## src/rtl/scan_tap_pkg.sv

```systemverilog
package scan_tap_pkg;
  localparam int IR_WIDTH = 3;
  localparam int ID_WIDTH = 32;
  localparam logic [2:0] IR_EXTERNAL = 3'h0;
  localparam logic [2:0] IR_IDENT = 3'h1;
  localparam logic [2:0] IR_SAMPLE_Z = 3'h2;
  localparam logic [2:0] IR_RSVD_A = 3'h3;
  localparam logic [2:0] IR_SAMPLE = 3'h4;
  localparam logic [2:0] IR_PRIVATE = 3'h5;
  localparam logic [2:0] IR_RSVD_B = 3'h6;
  localparam logic [2:0] IR_BYPASS = 3'h7;
  localparam logic [1:0] IR_CAPTURE_LOW = 2'h1;
  localparam logic ID_PRESENCE = 1'h1;
  localparam int ID_MAKER_LSB = 1;
  localparam int ID_MAKER_MSB = 11;
  localparam int RESET_TMS_EDGES = 5;
  typedef enum logic [15:0] {
    ST_RESET = 16'h0001, ST_IDLE = 16'h0002, ST_SEL_DR = 16'h0004, ST_CAP_DR = 16'h0008,
    ST_SHIFT_DR = 16'h0010, ST_EXIT1_DR = 16'h0020, ST_PAUSE_DR = 16'h0040, ST_EXIT2_DR = 16'h0080,
    ST_UPD_DR = 16'h0100, ST_SEL_IR = 16'h0200, ST_CAP_IR = 16'h0400, ST_SHIFT_IR = 16'h0800,
    ST_EXIT1_IR = 16'h1000, ST_PAUSE_IR = 16'h2000, ST_EXIT2_IR = 16'h4000, ST_UPD_IR = 16'h8000
  } tap_state_e;
endpackage

```

## src/rtl/tap_edge_sync.sv

```systemverilog
`timescale 1ns/10ps
`default_nettype none
// Two-flop synchroniser plus edge detect on the second stage
module tap_edge_sync #(
  parameter int WIDTH = 3
) (
  input wire logic clk_sys_in,
  input wire logic rst_b_in,
  input wire logic [WIDTH-1:0] async_in,
  output logic [WIDTH-1:0] sync_out,
  output logic rise_out,
  output logic fall_out
);
  typedef struct packed {
    logic [WIDTH-1:0] meta;
    logic [WIDTH-1:0] sync;
    logic last;
  } sync_s;
  sync_s s_q, s_d;
  always_comb begin
    s_d = s_q;
    s_d.meta = async_in;
    s_d.sync = s_q.meta;
    s_d.last = s_q.sync[0];
  end
  always_ff @(posedge clk_sys_in or negedge rst_b_in) begin
    if (!rst_b_in) begin
      // Pins idle high on pull-ups; avoids a false edge after reset
      s_q <= '1;
    end else begin
      s_q <= s_d;
    end
  end
  assign sync_out = s_q.sync;
  assign rise_out = s_q.sync[0] & ~s_q.last;
  assign fall_out = ~s_q.sync[0] & s_q.last;
endmodule
`default_nettype wire

```

## src/rtl/sram_boundary_scan_tap.sv

```systemverilog
`timescale 1ns/10ps
`default_nettype none
// Function
// - Identification instruction loads 32-bit constant at Capture-DR, shifts it in Shift-DR.
// - Identification bit 0 leaves first on test data output.
// - Identification bit 0 is 1; bits 11..1 hold maker code.
// - Capture-IR loads 01 into the two low instruction bits.
// - Shift-IR places instruction register between data in and out.
// - New instruction becomes active only at Update-IR.
// - Code 111 places one-bit bypass register in path.
// - Reserved codes 011 and 110 act exactly as bypass.
// - Code 100 captures pins into boundary register, then shifts it.
// - Boundary cells without pin capture their fixed default.
// - Code 000 does not isolate RAM inputs from the core.
// - Code 000 drives boundary contents onto data outputs on falling edge.
// - Code 000 captures pins and defaults at Capture-DR rising edge.
// - Identification code 001 active after power-up and in Test-Logic-Reset.
// - Code 010 forces RAM outputs high-Z and scans boundary register.
// - Instruction codes are 3-bit binary, MSB leftmost.
// - Instruction register is three bits, loaded only while in the path.
// - Five rising edges with mode select high reach Test-Logic-Reset.
// - Inputs sampled on rising test clock, output changes on falling.
// - Bypass register is a single flip-flop.
module sram_boundary_scan_tap #(
  parameter int BSR_LEN = 8,
  parameter logic [BSR_LEN-1:0] BSR_PIN_MASK = 8'h3F,
  parameter logic [BSR_LEN-1:0] BSR_DEFAULT = 8'hC0,
  parameter logic [10:0] MAKER_CODE = 11'h2A5, // Arbitrary value
  parameter logic [19:0] ID_UPPER = 20'h00000
) (
  input wire logic clk_sys_in,
  input wire logic rst_b_in,
  input wire logic tck_in,
  input wire logic tms_in,
  input wire logic tdi_in,
  input wire logic [BSR_LEN-1:0] pin_state_in,
  output logic tdo_out,
  output logic tdo_oe_out,
  output logic [BSR_LEN-1:0] bsr_drive_out,
  output logic bsr_drive_en_out,
  output logic ram_out_hiz_out,
  output logic [2:0] active_ir_out
);
  initial begin
    if (BSR_LEN < 2 || BSR_LEN > 1024) begin
      $error("BSR_LEN out of range");
    end
    if (scan_tap_pkg::IR_WIDTH != 3) begin
      $error("IR_WIDTH must be 3");
    end
  end

  localparam logic [31:0] ID_WORD = {ID_UPPER, MAKER_CODE, scan_tap_pkg::ID_PRESENCE};

  typedef struct packed {
    scan_tap_pkg::tap_state_e st;
    logic [2:0] ir_shift;
    logic [2:0] ir_act;
    logic byp;
    logic [31:0] id_sr;
    logic [BSR_LEN-1:0] bsr;
    logic [BSR_LEN-1:0] bsr_upd;
    logic [2:0] tms_ones;
    logic tdo;
    logic tdo_oe;
    logic drive_en;
    logic hiz;
    logic [BSR_LEN-1:0] pin_meta;
    logic [BSR_LEN-1:0] pin_sync;
  } tap_s;

  tap_s s_q, s_d;
  logic [2:0] syn;
  logic tck_rise, tck_fall;
  logic tms_s, tdi_s;

  tap_edge_sync #(.WIDTH(3)) u_sync (
    .clk_sys_in(clk_sys_in),
    .rst_b_in(rst_b_in),
    .async_in({tdi_in, tms_in, tck_in}),
    .sync_out(syn),
    .rise_out(tck_rise),
    .fall_out(tck_fall)
  );
  assign tms_s = syn[1];
  assign tdi_s = syn[2];

  // Reserved, private and bypass codes share bypass path
  function automatic logic is_bypass(input logic [2:0] code);
    is_bypass = (code == scan_tap_pkg::IR_BYPASS) || (code == scan_tap_pkg::IR_RSVD_A) ||
      (code == scan_tap_pkg::IR_RSVD_B) || (code == scan_tap_pkg::IR_PRIVATE);
  endfunction

  function automatic logic is_bsr(input logic [2:0] code);
    is_bsr = (code == scan_tap_pkg::IR_EXTERNAL) || (code == scan_tap_pkg::IR_SAMPLE) ||
      (code == scan_tap_pkg::IR_SAMPLE_Z);
  endfunction

  function automatic scan_tap_pkg::tap_state_e next_st(input scan_tap_pkg::tap_state_e cur, input logic m);
    case (cur)
      scan_tap_pkg::ST_RESET: next_st = m ? scan_tap_pkg::ST_RESET : scan_tap_pkg::ST_IDLE;
      scan_tap_pkg::ST_IDLE: next_st = m ? scan_tap_pkg::ST_SEL_DR : scan_tap_pkg::ST_IDLE;
      scan_tap_pkg::ST_SEL_DR: next_st = m ? scan_tap_pkg::ST_SEL_IR : scan_tap_pkg::ST_CAP_DR;
      scan_tap_pkg::ST_CAP_DR: next_st = m ? scan_tap_pkg::ST_EXIT1_DR : scan_tap_pkg::ST_SHIFT_DR;
      scan_tap_pkg::ST_SHIFT_DR: next_st = m ? scan_tap_pkg::ST_EXIT1_DR : scan_tap_pkg::ST_SHIFT_DR;
      scan_tap_pkg::ST_EXIT1_DR: next_st = m ? scan_tap_pkg::ST_UPD_DR : scan_tap_pkg::ST_PAUSE_DR;
      scan_tap_pkg::ST_PAUSE_DR: next_st = m ? scan_tap_pkg::ST_EXIT2_DR : scan_tap_pkg::ST_PAUSE_DR;
      scan_tap_pkg::ST_EXIT2_DR: next_st = m ? scan_tap_pkg::ST_UPD_DR : scan_tap_pkg::ST_SHIFT_DR;
      scan_tap_pkg::ST_UPD_DR: next_st = m ? scan_tap_pkg::ST_SEL_DR : scan_tap_pkg::ST_IDLE;
      scan_tap_pkg::ST_SEL_IR: next_st = m ? scan_tap_pkg::ST_RESET : scan_tap_pkg::ST_CAP_IR;
      scan_tap_pkg::ST_CAP_IR: next_st = m ? scan_tap_pkg::ST_EXIT1_IR : scan_tap_pkg::ST_SHIFT_IR;
      scan_tap_pkg::ST_SHIFT_IR: next_st = m ? scan_tap_pkg::ST_EXIT1_IR : scan_tap_pkg::ST_SHIFT_IR;
      scan_tap_pkg::ST_EXIT1_IR: next_st = m ? scan_tap_pkg::ST_UPD_IR : scan_tap_pkg::ST_PAUSE_IR;
      scan_tap_pkg::ST_PAUSE_IR: next_st = m ? scan_tap_pkg::ST_EXIT2_IR : scan_tap_pkg::ST_PAUSE_IR;
      scan_tap_pkg::ST_EXIT2_IR: next_st = m ? scan_tap_pkg::ST_UPD_IR : scan_tap_pkg::ST_SHIFT_IR;
      scan_tap_pkg::ST_UPD_IR: next_st = m ? scan_tap_pkg::ST_SEL_DR : scan_tap_pkg::ST_IDLE;
      default: next_st = scan_tap_pkg::ST_RESET;
    endcase
  endfunction

  always_comb begin
    s_d = s_q;
    // RAM pins cross into this domain through two flops
    s_d.pin_meta = pin_state_in;
    s_d.pin_sync = s_q.pin_meta;
    if (tck_rise) begin
      s_d.st = next_st(s_q.st, tms_s);
      // Counts consecutive high samples; guarantees reset
      if (tms_s) begin
        if (s_q.tms_ones < 3'(scan_tap_pkg::RESET_TMS_EDGES)) begin
          s_d.tms_ones = s_q.tms_ones + 3'h1;
        end
        if (s_q.tms_ones >= 3'(scan_tap_pkg::RESET_TMS_EDGES - 1)) begin
          s_d.st = scan_tap_pkg::ST_RESET;
        end
      end else begin
        s_d.tms_ones = 3'h0;
      end
      case (s_q.st)
        scan_tap_pkg::ST_RESET: begin
          s_d.ir_act = scan_tap_pkg::IR_IDENT;
        end
        scan_tap_pkg::ST_CAP_IR: begin
          s_d.ir_shift = {s_q.ir_act[2], scan_tap_pkg::IR_CAPTURE_LOW};
        end
        scan_tap_pkg::ST_SHIFT_IR: begin
          s_d.ir_shift = {tdi_s, s_q.ir_shift[2:1]};
        end
        scan_tap_pkg::ST_CAP_DR: begin
          if (s_q.ir_act == scan_tap_pkg::IR_IDENT) begin
            s_d.id_sr = ID_WORD;
          end
          if (is_bsr(s_q.ir_act)) begin
            s_d.bsr = (s_q.pin_sync & BSR_PIN_MASK) | (BSR_DEFAULT & ~BSR_PIN_MASK);
          end
          s_d.byp = 1'b0;
        end
        scan_tap_pkg::ST_SHIFT_DR: begin
          if (s_q.ir_act == scan_tap_pkg::IR_IDENT) begin
            s_d.id_sr = {tdi_s, s_q.id_sr[31:1]};
          end else if (is_bsr(s_q.ir_act)) begin
            s_d.bsr = {tdi_s, s_q.bsr[BSR_LEN-1:1]};
          end else begin
            s_d.byp = tdi_s;
          end
        end
        default: begin
        end
      endcase
    end
    if (tck_fall) begin
      s_d.tdo_oe = 1'b0;
      s_d.tdo = 1'b0;
      if (s_q.st == scan_tap_pkg::ST_SHIFT_IR) begin
        s_d.tdo = s_q.ir_shift[0];
        s_d.tdo_oe = 1'b1;
      end else if (s_q.st == scan_tap_pkg::ST_SHIFT_DR) begin
        s_d.tdo_oe = 1'b1;
        if (s_q.ir_act == scan_tap_pkg::IR_IDENT) begin
          s_d.tdo = s_q.id_sr[0];
        end else if (is_bsr(s_q.ir_act)) begin
          s_d.tdo = s_q.bsr[0];
        end else begin
          s_d.tdo = s_q.byp;
        end
      end
      // Parallel drive under external test, on the falling edge in Update-IR or Update-DR
      if (s_q.st == scan_tap_pkg::ST_UPD_IR || s_q.st == scan_tap_pkg::ST_UPD_DR) begin
        s_d.bsr_upd = s_q.bsr;
      end
      if (s_q.st == scan_tap_pkg::ST_UPD_IR) begin
        s_d.ir_act = s_q.ir_shift;
      end
      s_d.drive_en = (s_d.ir_act == scan_tap_pkg::IR_EXTERNAL);
      s_d.hiz = (s_d.ir_act == scan_tap_pkg::IR_SAMPLE_Z);
    end
  end

  always_ff @(posedge clk_sys_in or negedge rst_b_in) begin
    if (!rst_b_in) begin
      s_q <= '{st: scan_tap_pkg::ST_RESET, ir_shift: scan_tap_pkg::IR_IDENT, ir_act: scan_tap_pkg::IR_IDENT,
               byp: 1'b0, id_sr: 32'h0, bsr: '0, bsr_upd: '0, tms_ones: 3'h0, tdo: 1'b0,
               tdo_oe: 1'b0, drive_en: 1'b0, hiz: 1'b0, pin_meta: '0, pin_sync: '0};
    end else begin
      s_q <= s_d;
    end
  end

  assign tdo_out = s_q.tdo;
  assign tdo_oe_out = s_q.tdo_oe;
  assign bsr_drive_out = s_q.bsr_upd;
  assign bsr_drive_en_out = s_q.drive_en;
  assign ram_out_hiz_out = s_q.hiz;
  assign active_ir_out = s_q.ir_act;

  a_ir_update: assert property (@(posedge clk_sys_in) disable iff (!rst_b_in)
    (tck_fall && s_q.st == scan_tap_pkg::ST_UPD_IR) |=> s_q.ir_act == $past(s_q.ir_shift))
    else $error("instruction not updated");
  a_ir_hold: assert property (@(posedge clk_sys_in) disable iff (!rst_b_in)
    (s_q.st != scan_tap_pkg::ST_UPD_IR && s_q.st != scan_tap_pkg::ST_RESET) |=> $stable(s_q.ir_act))
    else $error("instruction changed early");
  a_tlr_ident: assert property (@(posedge clk_sys_in) disable iff (!rst_b_in)
    (tck_rise && s_q.st == scan_tap_pkg::ST_RESET) |=> s_q.ir_act == scan_tap_pkg::IR_IDENT)
    else $error("reset instruction not identification");
  a_capir_low: assert property (@(posedge clk_sys_in) disable iff (!rst_b_in)
    (tck_rise && s_q.st == scan_tap_pkg::ST_CAP_IR) |=> s_q.ir_shift[1:0] == scan_tap_pkg::IR_CAPTURE_LOW)
    else $error("capture-IR pattern wrong");
  a_id_capture: assert property (@(posedge clk_sys_in) disable iff (!rst_b_in)
    (tck_rise && s_q.st == scan_tap_pkg::ST_CAP_DR && s_q.ir_act == scan_tap_pkg::IR_IDENT)
    |=> s_q.id_sr == ID_WORD && s_q.id_sr[0] == 1'b1) else $error("id capture wrong");
  a_tms_reset: assert property (@(posedge clk_sys_in) disable iff (!rst_b_in)
    (tck_rise && tms_s && s_q.tms_ones == 3'h4) |=> s_q.st == scan_tap_pkg::ST_RESET)
    else $error("five high samples did not reset");
  a_bypass_tdo: assert property (@(posedge clk_sys_in) disable iff (!rst_b_in)
    (tck_fall && s_q.st == scan_tap_pkg::ST_SHIFT_DR && is_bypass(s_q.ir_act))
    |=> s_q.tdo == $past(s_q.byp) && s_q.tdo_oe) else $error("bypass output wrong");
  a_tdo_fall: assert property (@(posedge clk_sys_in) disable iff (!rst_b_in)
    !tck_fall |=> $stable(s_q.tdo))
    else $error("tdo changed off falling edge");
  a_hiz_mode: assert property (@(posedge clk_sys_in) disable iff (!rst_b_in)
    tck_fall |=> s_q.hiz == (s_q.ir_act == scan_tap_pkg::IR_SAMPLE_Z))
    else $error("high-Z mode wrong");
  a_tdo_oe_shift: assert property (@(posedge clk_sys_in) disable iff (!rst_b_in)
    tck_fall |=> s_q.tdo_oe == ($past(s_q.st) == scan_tap_pkg::ST_SHIFT_IR || $past(s_q.st) == scan_tap_pkg::ST_SHIFT_DR))
    else $error("tdo enable wrong");
  a_id_shift: assert property (@(posedge clk_sys_in) disable iff (!rst_b_in)
    (tck_rise && s_q.st == scan_tap_pkg::ST_SHIFT_DR && s_q.ir_act == scan_tap_pkg::IR_IDENT)
    |=> s_q.id_sr == $past({tdi_s, s_q.id_sr[31:1]})) else $error("id shift wrong");
  a_bsr_pins: assert property (@(posedge clk_sys_in) disable iff (!rst_b_in)
    (tck_rise && s_q.st == scan_tap_pkg::ST_CAP_DR && is_bsr(s_q.ir_act))
    |=> (s_q.bsr & BSR_PIN_MASK) == ($past(s_q.pin_sync) & BSR_PIN_MASK)) else $error("pin capture wrong");
  a_bsr_default: assert property (@(posedge clk_sys_in) disable iff (!rst_b_in)
    (tck_rise && s_q.st == scan_tap_pkg::ST_CAP_DR && is_bsr(s_q.ir_act))
    |=> (s_q.bsr & ~BSR_PIN_MASK) == (BSR_DEFAULT & ~BSR_PIN_MASK)) else $error("default cells wrong");
  a_bypass_cap: assert property (@(posedge clk_sys_in) disable iff (!rst_b_in)
    (tck_rise && s_q.st == scan_tap_pkg::ST_CAP_DR) |=> !s_q.byp)
    else $error("bypass capture not zero");
  a_drive_ext: assert property (@(posedge clk_sys_in) disable iff (!rst_b_in)
    tck_fall |=> s_q.drive_en == (s_q.ir_act == scan_tap_pkg::IR_EXTERNAL))
    else $error("external drive enable wrong");
  a_upd_latch: assert property (@(posedge clk_sys_in) disable iff (!rst_b_in)
    (tck_fall && (s_q.st == scan_tap_pkg::ST_UPD_IR || s_q.st == scan_tap_pkg::ST_UPD_DR))
    |=> s_q.bsr_upd == $past(s_q.bsr)) else $error("parallel latch wrong");
  a_ir_shift: assert property (@(posedge clk_sys_in) disable iff (!rst_b_in)
    (tck_rise && s_q.st == scan_tap_pkg::ST_SHIFT_IR) |=> s_q.ir_shift == $past({tdi_s, s_q.ir_shift[2:1]}))
    else $error("instruction shift wrong");
  a_ir_path_only: assert property (@(posedge clk_sys_in) disable iff (!rst_b_in)
    (s_q.st != scan_tap_pkg::ST_CAP_IR && s_q.st != scan_tap_pkg::ST_SHIFT_IR) |=> $stable(s_q.ir_shift))
    else $error("instruction register loaded out of path");
  a_tlr_stay: assert property (@(posedge clk_sys_in) disable iff (!rst_b_in)
    (tck_rise && tms_s && s_q.st == scan_tap_pkg::ST_RESET) |=> s_q.st == scan_tap_pkg::ST_RESET)
    else $error("left reset with mode select high");
  a_tms_clear: assert property (@(posedge clk_sys_in) disable iff (!rst_b_in)
    (tck_rise && !tms_s) |=> s_q.tms_ones == 3'h0)
    else $error("high count not cleared");
  a_tdo_bsr: assert property (@(posedge clk_sys_in) disable iff (!rst_b_in)
    (tck_fall && s_q.st == scan_tap_pkg::ST_SHIFT_DR && is_bsr(s_q.ir_act))
    |=> s_q.tdo == $past(s_q.bsr[0])) else $error("boundary output wrong");
  a_tdo_ir: assert property (@(posedge clk_sys_in) disable iff (!rst_b_in)
    (tck_fall && s_q.st == scan_tap_pkg::ST_SHIFT_IR) |=> s_q.tdo == $past(s_q.ir_shift[0]))
    else $error("instruction output wrong");
  a_tdo_id: assert property (@(posedge clk_sys_in) disable iff (!rst_b_in)
    (tck_fall && s_q.st == scan_tap_pkg::ST_SHIFT_DR && s_q.ir_act == scan_tap_pkg::IR_IDENT)
    |=> s_q.tdo == $past(s_q.id_sr[0])) else $error("id output wrong");
  a_bsr_shift: assert property (@(posedge clk_sys_in) disable iff (!rst_b_in)
    (tck_rise && s_q.st == scan_tap_pkg::ST_SHIFT_DR && is_bsr(s_q.ir_act))
    |=> s_q.bsr == $past({tdi_s, s_q.bsr[BSR_LEN-1:1]})) else $error("boundary shift wrong");
  a_byp_shift: assert property (@(posedge clk_sys_in) disable iff (!rst_b_in)
    (tck_rise && s_q.st == scan_tap_pkg::ST_SHIFT_DR && is_bypass(s_q.ir_act))
    |=> s_q.byp == $past(tdi_s)) else $error("bypass shift wrong");
  a_id_hold: assert property (@(posedge clk_sys_in) disable iff (!rst_b_in)
    (s_q.ir_act != scan_tap_pkg::IR_IDENT) |=> $stable(s_q.id_sr))
    else $error("device_identification moved off identification");
  a_bsr_hold: assert property (@(posedge clk_sys_in) disable iff (!rst_b_in)
    (s_q.ir_act == scan_tap_pkg::IR_IDENT) |=> $stable(s_q.bsr))
    else $error("boundary register moved under identification");
  a_hiz_no_drive: assert property (@(posedge clk_sys_in) disable iff (!rst_b_in)
    !(s_q.hiz && s_q.drive_en))
    else $error("high-Z and drive together");
endmodule
`default_nettype wire

```

## config.mk

```make
export PLATFORM = sky130hd
export DESIGN_NAME = sram_boundary_scan_tap
export DESIGN_NICKNAME = d
export VERILOG_FILES = /design/src/rtl/scan_tap_pkg.sv /design/src/rtl/tap_edge_sync.sv /design/src/rtl/sram_boundary_scan_tap.sv
export SDC_FILE = /design/constraint.sdc
export NUM_CORES = 1
export LEC_CHECK = 0
export ABC_AREA = 1
export BUFFER_PORTS_ARGS = -buffer_cell sky130_fd_sc_hd__buf_4
export CORE_ASPECT_RATIO = 1.4
export CORE_MARGIN = 5
export CORE_UTILIZATION = 57
export CTS_BUF_LIST = sky130_fd_sc_hd__clkbuf_4
export DETAILED_ROUTE_END_ITERATION = 6
export PLACE_DENSITY = 0.82
export SYNTH_ARGS = -nofsm -noshare
export SYNTH_HDL_FRONTEND = slang
export SYNTH_SLANG_ARGS = --single-unit
```

## constraint.sdc

```tcl
create_clock -name clk_sys_in -period 1.5 [get_ports clk_sys_in]
set_input_delay 0.075 -clock clk_sys_in [delete_from_list [all_inputs] [get_ports clk_sys_in]]
set_output_delay 0.075 -clock clk_sys_in [all_outputs]
set_load 0.05 [all_outputs]
```

==> impl_results.md <==
- Reg clk slew, reported paths: between 0.15 and 0.2 ns
- Hold Path Class: primary input to async pin
- Int Power: approximately 4200 uW
- Vias/cell: around 5.5
- Fillers: 428
- Fmax: between 500 and 600 MHz
- RSZ-0062 raised after global routing: true
- Worst Setup SP: s_q[92]$_DFFE_PN0P_
- Worst Setup End Kind: flip-flop
- Core area: between 7000 and 8000 sq um
- Die Height: between 100 and 150 microns
- Vias: about 3800
- Ant diodes: 0
- Pwr dens: between 1000 and 1500 nW/um^2
- DRC: 0
- Post-placement cell area: slightly above 5000 sq um
- Syn_nets: around 490
- Routed WL per cell: around 17 microns
- Seq pwr share: 0.469
- Clk network pwr share: 0.284
- Input/output buffers: 25
- Sw frac: 0.314
- Vias in the first global route: around 3700
- 1st-iter DRT viols: between 200 and 300
- Largest net degree at the start of global routing: 52
- Cell variety after synth: 37
- Worst path most repeated cell: nand2_4
- Routability cong.: about 0.88
- Critical Path, Cell by Cell: nor2_4, nand2_4, nor2_8, buf_6, nand2_4, a211oi_4, buf_12, o22ai_1
- Final Power: between 6000 and 7000 uW
- Chip width: roughly 84 microns
- Initial antenna violation count: 0
- Post-DRT Antenna Nets: 0
- Final Cycle Share: 1.18
- Bufs and invs on worst path: 2
- Critical Path Stages: 8
- Switching power: around 1900 uW
- Max incr delay on CP: 0.44 ns
- Top delay family on crit path: simple AND/OR/NAND/NOR gates
- CP Data Required Time: ~1.8 ns
- Flops & latches, synth: between 90 and 100
- Worst Hold Slack: roughly 0.055 ns
- Congestion Overflow GR: 0
- Io pins: 28
- Setup crit end: s_q[54]$_DFFE_PN0P_
- DRT Pass-1 Iters: 5
- Post-route worst setup slack: -0.265 ns
- Failing checks: setup timing
- CTS Buf Count: 9
- FF-to-FF End: s_q[54]$_DFFE_PN0P_
- H-tree depth: 3
- Synthesized area per cell: slightly above 9 sq um
- Slew Viols, Final: 0
- Tot GR Track Use: 0.237
- Worst R2R Start: s_q[92]$_DFFE_PN0P_
- Max cap viols: 0
- Fin crit period: about 1.8 ns
- Sequential cell area fraction in the yosys report: 0.556
- Root buffer cell: clkbuf_4
- Reg2reg path depth: 8
- CP max FO: 26
- Layout Nets: just under 600
- Arrival time at the worst endpoint: 2.11 ns
- Worst slew pin tran: between 0.5 and 0.6 ns
- Critical path class: flip-flop to flip-flop
- Clk_lat worst skew: 0.47 ns
- Std cell rows: 38
- Synth Instances: approximately 480
- Die footprint: 9580 sq um
- Layout cells sized above 1: 0.407
- Final wirelength: 11800 microns
- Fin area: approximately 6000 sq um
- Status: finished with violations
- Setup skew after layout: 0.0171 ns
- Final Setup Violations: around 70
- CP startpoint kind: flip-flop
- Longest Clk Path Bufs: 2
- Slew HR: 0.652
- Comb pwr share: 0.247
- VDD IR max: between 0.6 and 0.7 mV
- CTS tree: done
- P&R area growth vs syn: 36.8%
- Warnings from Yosys: 0
- R2R Setup Slk: -0.27 ns
- Leak pwr: approximately 0.0029 uW
- First-pass GRT wire length: 17700 microns
- Initial Util: 0.573
- Critical Path Slowest Stage Cell: dfrtp_1
- Clk sink count: 97
- Synth Cell Area: roughly 4400 sq um
- HPWL after DPL: around 7000 microns
- Final Hold Fails: 0
## per-stage QoR
| stage | setup TNS [ns] | std cells | utilization | worst slack, ns |
|---|---|---|---|---|
| floorplan | -2.41 | 476 | - | -0.111 |
| global route | -16.61 | 687 | 0.785 | -0.335 |
| detailed placement | -7.78 | 641 | 0.662 | -0.234 |
| CTS | -6.70 | 674 | 0.732 | -0.174 |
| finish | -11.86 | 687 | 0.785 | -0.265 |
| global placement | -5.22 | 641 | 0.662 | -0.172 |
## Yosys cell counts (all sizes together)
cell type,count,share of area
dfstp,10,0.060
clkbuf,1,0.00085
dfrtp,87,0.50
a22oi,6,0.010
nor3,7,0.011
a21boi,1,0.0017
nand3,36,0.046
o2111ai,1,0.0020
a211oi,1,0.0046
nand3b,2,0.0034
nand2,75,0.068
nand4,2,0.0029
o22ai,32,0.046
inv,92,0.079
a21oi,11,0.013
buf,21,0.039
a21o,1,0.0017
ha,2,0.0057
a31oi,2,0.0029
clkinv,1,0.00085
nor2,40,0.048
o211ai,1,0.0017
o21ai,44,0.057
## worst min-delay path by stage
stage | from | end | cells after the start
floorplan | rst_b_in | active_ir_out[1]$_DFF_PN0_ | 0
global route | rst_b_in | tdo_out$_DFFE_PN0P_ | 2
global placement | rst_b_in | tdo_out$_DFFE_PN0P_ | 1
CTS | rst_b_in | s_q[83]$_DFFE_PN0P_ | 2
finish | rst_b_in | tdo_out$_DFFE_PN0P_ | 2
detailed placement | rst_b_in | s_q[83]$_DFFE_PN0P_ | 1
## flip-flops by register name, indices dropped and copies added, names as in the netlist
name / count
ram_out_hiz_out: 1
tdo_out: 1
tdo_oe_out: 1
u_sync.s_d: 3
u_sync.sync_out: 3
bsr_drive_out: 8
active_ir_out: 3
s_d: 6
u_sync.s_q: 1
bsr_drive_en_out: 1
s_q: 69
## area by class of cell
cell class              instances  area, sq um  share of cell area
clock inverters                 7          116              0.0194
repair buffers                116         1020               0.170
flip-flops and latches         97         2440               0.406
well taps                     100          125              0.0208
multi-input cells             265         1870               0.312
inverters                      93          362              0.0602
clock buffers                   9         67.6              0.0113
## layer usage
metal  vias to the layer above  share of wire  global-route usage  routed length [microns]
li1                       1743              -                   -                        -
met1                      1842           0.37               0.271                     4360
met2                       156           0.52               0.409                     6170
met3                        65          0.042              0.0520                      496
met4                         0          0.066               0.132                      778
met5                         -              0                   0                        0
## cells in the final DEF (no fill, tap or decap), types with 5 or more instances in the layout
cell,instances
nor2_1,21
dlygate4sd3_1,10
o21ai_0,8
nor2_4,11
dfstp_2,10
nand3_2,10
buf_6,13
nor3_1,5
o22ai_1,29
a21oi_1,7
dfrtp_1,87
o21ai_1,17
o21ai_2,18
nand3_4,9
nand2_4,16
nand2_1,47
a22oi_1,6
nor2_2,7
inv_1,82
clkbuf_4,9
nand2_2,12
buf_4,87
nand3_1,18
inv_2,7
## timing repair
item | CTS | global route
hold buffers | 10 | 0
gates resized for setup | 55 | 84
buffers inserted | 5 | 13
endpoints found under the hold margin | 100 | 0
setup endpoints to repair | 63 | 75
pin swaps | 12 | 27
gates cloned | 2 | 0
## power by group through the flow
stage          Combinational [uW]  Sequential (uW)  Clock, uW
2_1_floorplan                 574             2920          0
6_report                     1500             2860       1730
3_5_place_dp                 1050             2890          0
5_1_grt                      1590             2870       1850
3_3_place_gp                 1030             2880          0
4_1_cts                      1190             2850       1730
## cell families after synthesis
family,count (synthesis),share of synthesized area
AO/OA/AOI/OAI,100,0.140
buffers and inverters,115,0.120
flip-flops,97,0.556
adder cells (fa/ha/maj),2,0.00570
AND/OR/NAND/NOR,162,0.179
Power figures use the tool's default switching activity.
